===== src/include/exc_state_defines.vh =====
// register map, field positions and constants for the exception state block
`ifndef EXC_STATE_DEFINES_VH
`define EXC_STATE_DEFINES_VH

// word addresses (byte address = 4 * index)
`define ADDR_ICS        4'h0
`define ADDR_ARC        4'h1
`define ADDR_IRQ_STAT   4'h2
`define ADDR_IRQ_MASK   4'h3

// state register fields
`define BIT_DSVC_SET    28
`define BIT_DSVC_CLR    27
`define BIT_TICK_SET    26
`define BIT_TICK_CLR    25
`define BIT_IRQ_PEND    22
`define FLD_PEND_HI     17
`define FLD_PEND_LO     12
`define FLD_ACT_HI      5
`define FLD_ACT_LO      0

// reset control fields
`define FLD_KEY_HI      31
`define FLD_KEY_LO      16
`define ARC_KEY         16'h05fa
`define BIT_RST_REQ     2

// exception numbers
`define EXC_DSVC        6'h0e
`define EXC_TICK        6'h0f
`define EXC_IRQ_BASE    6'h10

// interrupt status bits
`define IRQ_W           3
`define IRQ_TICK_SET    0
`define IRQ_DSVC_SET    1
`define IRQ_RST_REQ     2

`endif


===== src/rtl/pend_flag.v =====
// one set/clear pending flag
`timescale 1ns/1ps
`default_nettype none
module pend_flag (
	// clock and reset
	input  wire sys_clk_i,
	input  wire rst_i,
	// controls
	input  wire set_i,
	input  wire clr_i,
	// state
	output reg  pend_o
);
	// set wins over clear so no request is lost
	always @(posedge sys_clk_i) begin
		if (rst_i) begin
			pend_o <= 1'b0;
		end else if (set_i) begin
			pend_o <= 1'b1;
		end else if (clr_i) begin
			pend_o <= 1'b0;
		end
	end
endmodule // pend_flag
`default_nettype wire


===== src/rtl/pend_select.v =====
// priority pick of highest pending enabled exception
`timescale 1ns/1ps
`default_nettype none
`include "exc_state_defines.vh"
module pend_select (
	// pending sources
	input  wire        tick_pend_i,
	input  wire        dsvc_pend_i,
	input  wire [31:0] irq_pend_i,
	input  wire [31:0] irq_en_i,
	// result
	output reg  [5:0]  exc_num_o
);
	integer i;
	reg [31:0] live;
	// fixed order: deferred, tick, then lowest irq index
	always @* begin
		live      = irq_pend_i & irq_en_i;
		exc_num_o = 6'h00;
		for (i = 31; i >= 0; i = i - 1) begin
			if (live[i]) begin
				exc_num_o = `EXC_IRQ_BASE + i[5:0];
			end
		end
		if (tick_pend_i) begin
			exc_num_o = `EXC_TICK;
		end
		if (dsvc_pend_i) begin
			exc_num_o = `EXC_DSVC;
		end
	end
endmodule // pend_select
`default_nettype wire


===== src/rtl/exc_state_ctrl.v =====
// exception pending and active state registers behind avalon-mm
`timescale 1ns/1ps
`default_nettype none
`include "exc_state_defines.vh"
module exc_state_ctrl (
	// clock and reset
	input  wire        sys_clk_i,
	input  wire        rst_i,
	// avalon-mm slave
	input  wire [3:0]  avs_address_i,
	input  wire        avs_read_i,
	input  wire        avs_write_i,
	input  wire [31:0] avs_writedata_i,
	input  wire [3:0]  avs_byteenable_i,
	output reg  [31:0] avs_readdata_o,
	output reg         avs_waitrequest_o,
	// core side
	input  wire [5:0]  core_prog_status_i,
	input  wire [31:0] core_irq_pend_i,
	input  wire [31:0] core_irq_en_i,
	input  wire        core_tick_ack_i,
	input  wire        core_dsvc_ack_i,
	output reg         tick_pend_o,
	output reg         dsvc_pend_o,
	output reg         sys_reset_req_o,
	// interrupt
	output reg         irq_o
);
	wire        wr_go;
	wire        rd_go;
	wire        tick_pend;
	wire        dsvc_pend;
	wire [5:0]  pend_num;
	wire        key_ok;
	wire        full_word;
	reg  [5:0]  pend_num_reg;
	reg  [5:0]  act_num_reg;
	reg         irq_any_reg;
	reg  [`IRQ_W-1:0] stat_reg;
	reg  [`IRQ_W-1:0] stat_next;
	reg  [`IRQ_W-1:0] mask_reg;
	reg  [31:0] rdata_next;
	wire [`IRQ_W-1:0] ev;

	// one wait cycle: request taken when waitrequest drops
	assign wr_go     = avs_write_i & ~avs_waitrequest_o;
	assign rd_go     = avs_read_i & ~avs_waitrequest_o;
	assign full_word = &avs_byteenable_i;
	assign key_ok    = (avs_writedata_i[`FLD_KEY_HI:`FLD_KEY_LO] == `ARC_KEY) & full_word;

	wire ics_wr = wr_go & (avs_address_i == `ADDR_ICS) & avs_byteenable_i[3];
	wire arc_wr = wr_go & (avs_address_i == `ADDR_ARC) & key_ok;

	// waitrequest toggles low for one cycle per request
	always @(posedge sys_clk_i) begin
		if (rst_i) begin
			avs_waitrequest_o <= 1'b1;
		end else if ((avs_read_i | avs_write_i) & avs_waitrequest_o) begin
			avs_waitrequest_o <= 1'b0;
		end else begin
			avs_waitrequest_o <= 1'b1;
		end
	end

	pend_flag u_tick (
		.sys_clk_i (sys_clk_i),
		.rst_i     (rst_i),
		.set_i     (ics_wr & avs_writedata_i[`BIT_TICK_SET]),
		.clr_i     ((ics_wr & avs_writedata_i[`BIT_TICK_CLR]) | core_tick_ack_i),
		.pend_o    (tick_pend)
	);

	pend_flag u_dsvc (
		.sys_clk_i (sys_clk_i),
		.rst_i     (rst_i),
		.set_i     (ics_wr & avs_writedata_i[`BIT_DSVC_SET]),
		.clr_i     ((ics_wr & avs_writedata_i[`BIT_DSVC_CLR]) | core_dsvc_ack_i),
		.pend_o    (dsvc_pend)
	);

	pend_select u_sel (
		.tick_pend_i (tick_pend),
		.dsvc_pend_i (dsvc_pend),
		.irq_pend_i  (core_irq_pend_i),
		.irq_en_i    (core_irq_en_i),
		.exc_num_o   (pend_num)
	);

	always @(posedge sys_clk_i) begin
		if (rst_i) begin
			pend_num_reg <= 6'h00;
			act_num_reg  <= 6'h00;
			irq_any_reg  <= 1'b0;
			tick_pend_o  <= 1'b0;
			dsvc_pend_o  <= 1'b0;
		end else begin
			pend_num_reg <= pend_num;
			act_num_reg  <= core_prog_status_i;
			irq_any_reg  <= (|core_irq_pend_i) | tick_pend | dsvc_pend;
			tick_pend_o  <= tick_pend;
			dsvc_pend_o  <= dsvc_pend;
		end
	end

	always @(posedge sys_clk_i) begin
		if (rst_i) begin
			sys_reset_req_o <= 1'b0;
		end else begin
			sys_reset_req_o <= arc_wr & avs_writedata_i[`BIT_RST_REQ];
		end
	end

	// events for the sticky status
	assign ev[`IRQ_TICK_SET] = ics_wr & avs_writedata_i[`BIT_TICK_SET];
	assign ev[`IRQ_DSVC_SET] = ics_wr & avs_writedata_i[`BIT_DSVC_SET];
	assign ev[`IRQ_RST_REQ]  = arc_wr & avs_writedata_i[`BIT_RST_REQ];

	// write one to clear; a new event in the same cycle wins
	always @* begin
		stat_next = stat_reg;
		if (wr_go & (avs_address_i == `ADDR_IRQ_STAT) & avs_byteenable_i[0]) begin
			stat_next = stat_reg & ~avs_writedata_i[`IRQ_W-1:0];
		end
		stat_next = stat_next | ev;
	end

	// status, mask and interrupt line
	always @(posedge sys_clk_i) begin
		if (rst_i) begin
			stat_reg <= {`IRQ_W{1'b0}};
			mask_reg <= {`IRQ_W{1'b0}};
			irq_o    <= 1'b0;
		end else begin
			stat_reg <= stat_next;
			if (wr_go & (avs_address_i == `ADDR_IRQ_MASK) & avs_byteenable_i[0]) begin
				mask_reg <= avs_writedata_i[`IRQ_W-1:0];
			end
			irq_o <= |(stat_next & mask_reg);
		end
	end

	// read mux; reserved and write-only bits read zero
	always @* begin
		rdata_next = 32'h0000_0000;
		if (avs_address_i == `ADDR_ICS) begin
			rdata_next[`BIT_DSVC_SET]               = dsvc_pend;
			rdata_next[`BIT_TICK_SET]               = tick_pend;
			rdata_next[`BIT_IRQ_PEND]               = irq_any_reg;
			rdata_next[`FLD_PEND_HI:`FLD_PEND_LO]   = pend_num_reg;
			rdata_next[`FLD_ACT_HI:`FLD_ACT_LO]     = act_num_reg;
		end else if (avs_address_i == `ADDR_ARC) begin
			rdata_next = 32'h0000_0000;
		end else if (avs_address_i == `ADDR_IRQ_STAT) begin
			rdata_next[`IRQ_W-1:0] = stat_reg;
		end else if (avs_address_i == `ADDR_IRQ_MASK) begin
			rdata_next[`IRQ_W-1:0] = mask_reg;
		end
	end

	// read data registered with the answering edge
	always @(posedge sys_clk_i) begin
		if (rst_i) begin
			avs_readdata_o <= 32'h0000_0000;
		end else if (avs_read_i & avs_waitrequest_o) begin
			avs_readdata_o <= rdata_next;
		end
	end
endmodule // exc_state_ctrl
`default_nettype wire


===== config.mk =====
export PLATFORM = sky130hd
export DESIGN_NAME = exc_state_ctrl
export DESIGN_NICKNAME = d
export VERILOG_FILES = /design/src/rtl/pend_flag.v /design/src/rtl/pend_select.v /design/src/rtl/exc_state_ctrl.v
export VERILOG_INCLUDE_DIRS = /design/src /design/src/include
export SDC_FILE = /design/constraint.sdc
export NUM_CORES = 1
export LEC_CHECK = 0
export ABC_CLOCK_PERIOD_IN_PS = 2000
export BUFFER_PORTS_ARGS = -buffer_cell sky130_fd_sc_hd__buf_2
export CAP_MARGIN = 20
export CORE_AREA = 3 3 78 80
export DETAILED_ROUTE_END_ITERATION = 12
export DIE_AREA = 0 0 81 83
export GPL_ROUTABILITY_DRIVEN = 0
export PLACE_DENSITY = 0.78
export SYNTH_ARGS = -nofsm -noshare
export SYNTH_HDL_FRONTEND = slang
export SYNTH_SLANG_ARGS = --single-unit

===== constraint.sdc =====
create_clock -name sys_clk_i -period 2 [get_ports sys_clk_i]
set_input_delay 0.3 -clock sys_clk_i [delete_from_list [all_inputs] [get_ports sys_clk_i]]
set_output_delay 0.3 -clock sys_clk_i [all_outputs]
set_load 0.01 [all_outputs]

After elaboration in Yosys (flattened, before gate mapping)
Index checks and enable logic that the tools add are counted.
- bits in registers: 41
- input bits: 116
- output and inout bits: 37
- word-level logic and storage cells: 105
- equal/unequal tests: 4
- muxes and demuxes: 48
- bitwise operators: 28
- reduce and logical (&&, ||, !) cells: 9
- operator list (cell ; count):
    two-way mux 6 bit ; 18
    two-way mux 5 bit ; 16
    AND 32 bit ; 1
    OR reduction 32 bit ; 1
    OR reduction 19 bit ; 1
    AND 1 bit ; 17
    equality test 16 x 11 -> 1 bit, second input constant ; 1
    two-way mux 3 bit ; 4
    equality test 4 x 2 -> 1 bit, second input constant ; 2
    two-way mux 1 bit ; 8
    two-way mux 4 bit ; 2
    AND 3 bit ; 2
    OR reduction 3 bit ; 2
    bitwise OR 1 bit ; 5
    equality test 4 x 1 -> 1 bit, second input constant ; 1
    logical NOT 4 bit ; 1
    AND reduction 4 bit ; 1
    nonzero test 2 bit ; 2
    NOT 3 bit ; 1
    bitwise OR 3 bit ; 1
    OR reduction 2 bit ; 1
    NOT 1 bit ; 1

Longest topological paths before layout
- depth in word-level cells: 35
- mapped depth: 6
- depth with buffers taken out: 5

Modules after synthesis
Synthesis repeated with hierarchy kept, for this count alone.
- cells, all modules: 281
- area total of the unflattened synthesis: 2351.0 um^2
- by module, submodules not included (module ; times used ; cells an instance ; area an instance (um^2) ; sequential area each (um^2)):
    exc_state_ctrl ; 1 ; 186 ; 1739.2 ; 780.7
    pend_select ; 1 ; 87 ; 534.3 ; 0.0
    pend_flag ; 2 ; 4 ; 38.8 ; 20.0

Worst setup path after synthesis
OpenSTA, ideal clock, no wires.
- path kind: input-to-reg
- start: input port core_irq_pend_i[27]
- end: register pend_num_reg[2]
- library setup time: 86 ps
- arrival: 1412 ps
- path slack: 501 ps
- cell stages on the path: 5
- cells stage by stage: a22o_1 a221oi_4 a21oi_1 or3_1 a221oi_2
- word-level cells in the longest chain between the ends: 31
- RTL lines (element ; RTL line ; text):
    from (decl) ; exc_state_ctrl.v:19 ; input wire [31:0] core_irq_pend_i,
    AND 32 bit ; pend_select.v:18 ; live = irq_pend_i & irq_en_i;
    two-way mux 6 bit (12 in a row) ; pend_select.v:21 ; if (live[i]) begin
    two-way mux 5 bit (16 in a row) ; pend_select.v:21 ;
    two-way mux 4 bit ; pend_select.v:25 ; if (tick_pend_i) begin
    two-way mux 4 bit ; pend_select.v:28 ; if (dsvc_pend_i) begin
    to (signal assigned) ; exc_state_ctrl.v:97 ; pend_num_reg <= pend_num;
    to (decl) ; exc_state_ctrl.v:36 ; reg [5:0] pend_num_reg;
No other way between the ends.
A chain may end at the register's enable or synchronous reset.

Worst setup path after layout
Same ends and word-level chain as after synthesis.

==> flow_summary.json <==
{
  "syn_inst": 262,
  "wire_per_inst_um": 13.6,
  "synth_ff_type": "dfxtp_1",
  "cp-end-kind": "flip-flop",
  "max_stage_delay_ns": 0.36,
  "crit_path_top_delay_cell": "or3_1",
  "path_cells": "buf_2, a22o_1, a221oi_4, a21oi_1, or3_1, a221oi_2",
  "start_kind": "input pin",
  "ctsResizeCount": 0,
  "drive_gt1_share_pct": 36.5,
  "tritoncts": "built",
  "cts-root-buf": "clkbuf_8",
  "dr.first_iter.drc_count": 109,
  "hold_depth": 2,
  "nets": 504,
  "critPathTopFamily": "compound AO/OA/AOI/OAI gates",
  "viasPerCell": 5.33,
  "hold_viol": 0,
  "r2r_cells": 5,
  "critPathKind": "input pin to flip-flop",
  "syn_area_mm2": 0.00221,
  "clk_pin_slew_ns": 0.08,
  "fin_crit_ns": 1.46,
  "finalSetupViolCount": 0,
  "first_pass_iters": 4,
  "port_buffers": 122,
  "n_fill_cell": 536,
  "syn_to_final_growth_pct": 34.1,
  "synth_edf_count": 0,
  "initial_core_util_pct": 40.4,
  "fp-row-count": 27,
  "multi_input_area_mm2": 0.00127,
  "timing.final.max_slew_violations": 0,
  "cts_hold_buf": 0,
  "ys_warn_count": 0,
  "dp_cells": 453,
  "clock_path_buffers": 2,
  "die_h_um": 83,
  "die_area_mm2": 0.00672,
  "clock-sinks": 41,
  "htreeDepth": 2,
  "drc": 0,
  "worstPathMaxFanout": 4,
  "maxCapViolCount": 0,
  "synth_seq_cells": 41,
  "required_ns": 2.21,
  "status": "completed",
  "leakage_nw": 1.38,
  "ys_seq_area_share_pct": 37.1,
  "rsz0062_at_grt": "no",
  "cts_inserted_buffers": 5,
  "layout_worst_path_cycle_share_pct": 73.1,
  "grt_max_degree": 37,
  "post_cts_buffers": 0,
  "p_per_area_mw_per_mm2": 618,
  "overflow": 0,
  "max_freq_mhz": 684,
  "ant_nets": 0,
  "hpwl_mm": 5.26,
  "worst_ep_arrival_time_ns": 1.67,
  "largest_reg_flops": 15,
  "seq_area_um2": 821,
  "vdd_drop_max_mv": 0.489,
  "avgSynthCellArea_um2": 8.44,
  "first_global_vias": 2418,
  "coreArea_mm2": 0.00547,
  "hold_path_class": "input pin to flip-flop",
  "antenna-diode-count": 0,
  "finalWirelength_mm": 6.29,
  "ioPinCount": 153,
  "worst_clock_skew_ns": 0.00761,
  "die_w_um": 81,
  "crit_cells": 6,
  "grt_usage_pct": 19.1,
  "tns_ns": 0,
  "grt_first_pass_wirelength_mm": 10.5,
  "final_util_pct": 54.2,
  "vias": 2456,
  "antenna_found_initial": 0,
  "synth_cell_type_count": 52,
  "clock_latency_ns": 0.29,
  "synthArstFlopShare_pct": 0,
  "crit_buf_inv": 1,
  "final_cells": 461
}
## synthesized netlist by cell type, types with 7 or more instances
| cell type | count | area [um^2] |
|---|---|---|
| buf_4 | 17 | 128 |
| a22o_1 | 8 | 70.1 |
| nor2b_1 | 11 | 68.8 |
| inv_1 | 7 | 26.3 |
| nor2_1 | 27 | 101 |
| a22oi_1 | 24 | 180 |
| dfxtp_1 | 41 | 821 |
| nor4_1 | 10 | 62.6 |
| nand3_1 | 7 | 35.0 |
| o21ai_0 | 8 | 40.0 |
| a21oi_1 | 12 | 60.1 |
| nand2_1 | 23 | 86.3 |
## power breakdown
| part | internal, mW | switching (mW) | total, mW |
|---|---|---|---|
| Clock | 0.373 | 0.270 | 0.644 |
| Sequential | 0.837 | 0.00845 | 0.846 |
| Combinational | 0.157 | 0.186 | 0.343 |
| Total | 1.37 | 0.465 | 1.83 |
## layout make-up
| class | count | share of cell area [%] |
|---|---|---|
| multi-input combinational | 206 | 42.8 |
| inverter | 7 | 0.886 |
| sequential | 41 | 27.7 |
| clock buffer | 5 | 2.32 |
| timing repair buffer | 127 | 21.8 |
| tap | 72 | 3.04 |
| clock inverter | 3 | 1.48 |
## metal layers
metal | vias up | global-route usage (%) | share of wire [%]
met3 | 4 | 3.15 | 8.9
met5 | - | 0 | 0
met1 | 1121 | 22.4 | 39
met4 | 0 | 5.99 | 0.81
met2 | 114 | 34.5 | 51
li1 | 1217 | - | -
## logic make-up (layout without fill, tap and decap cells)
logic type	count (synthesis)	in the layout	synth area share, %
compound gates	78	78	27.3
flops	41	41	37.1
mux	3	3	1.36
simple gates	108	108	25.8
other cells	1	17	0.170
buf+inv	31	142	8.26
## cells in the final DEF (no fill, tap or decap), drive strengths merged, types with 2 or more instances in the layout
cell and n:
a21oi 12, a221oi 3, a222oi 2, a22o 9, a22oi 24, a311oi 4, a31oi 2, a32o 2
a32oi 2, and2 2, buf 127, clkbuf 5, conb 17, dfxtp 41, inv 8, mux2i 3
nand2 23, nand3 7, nand3b 3, nand4 6, nor2 27, nor2b 11, nor3 7, nor3b 2
nor4 10, o21ai 8
## worst paths after layout
path / from / endpoint / slack, ns
setup / recovery: core_irq_pend_i[27] / pend_num_reg[2] / 0.54
hold / removal: core_prog_status_i[4] / act_num_reg[4] / 0.22
setup reg to reg: avs_waitrequest_o / irq_o / 0.56
hold reg to reg: pend_num_reg[0] / avs_readdata_o[12] / 0.47
## stage by stage
stage                     setup slack (ns)  area, um^2  hold slack, ns  power (mW)
final                                0.538        2970           0.223        1.83
after global routing                 0.460        2970           0.244        1.93
after CTS                            0.550        2970           0.223        1.85
after detailed placement             0.257        2850           0.459        1.21
after global placement               0.301        2850           0.445        1.20
after floorplan                      0.501        2270           0.416        1.05
## worst reg2reg max path: stages (launching register included)
cell and delay [ns]:
dfxtp_1 0.36, nor2_1 0.14, nand4_1 0.16, o211a_1 0.24
o21a_1 0.17, a221o_1 0.26
No activity file was read; power rests on OpenSTA's default activity.
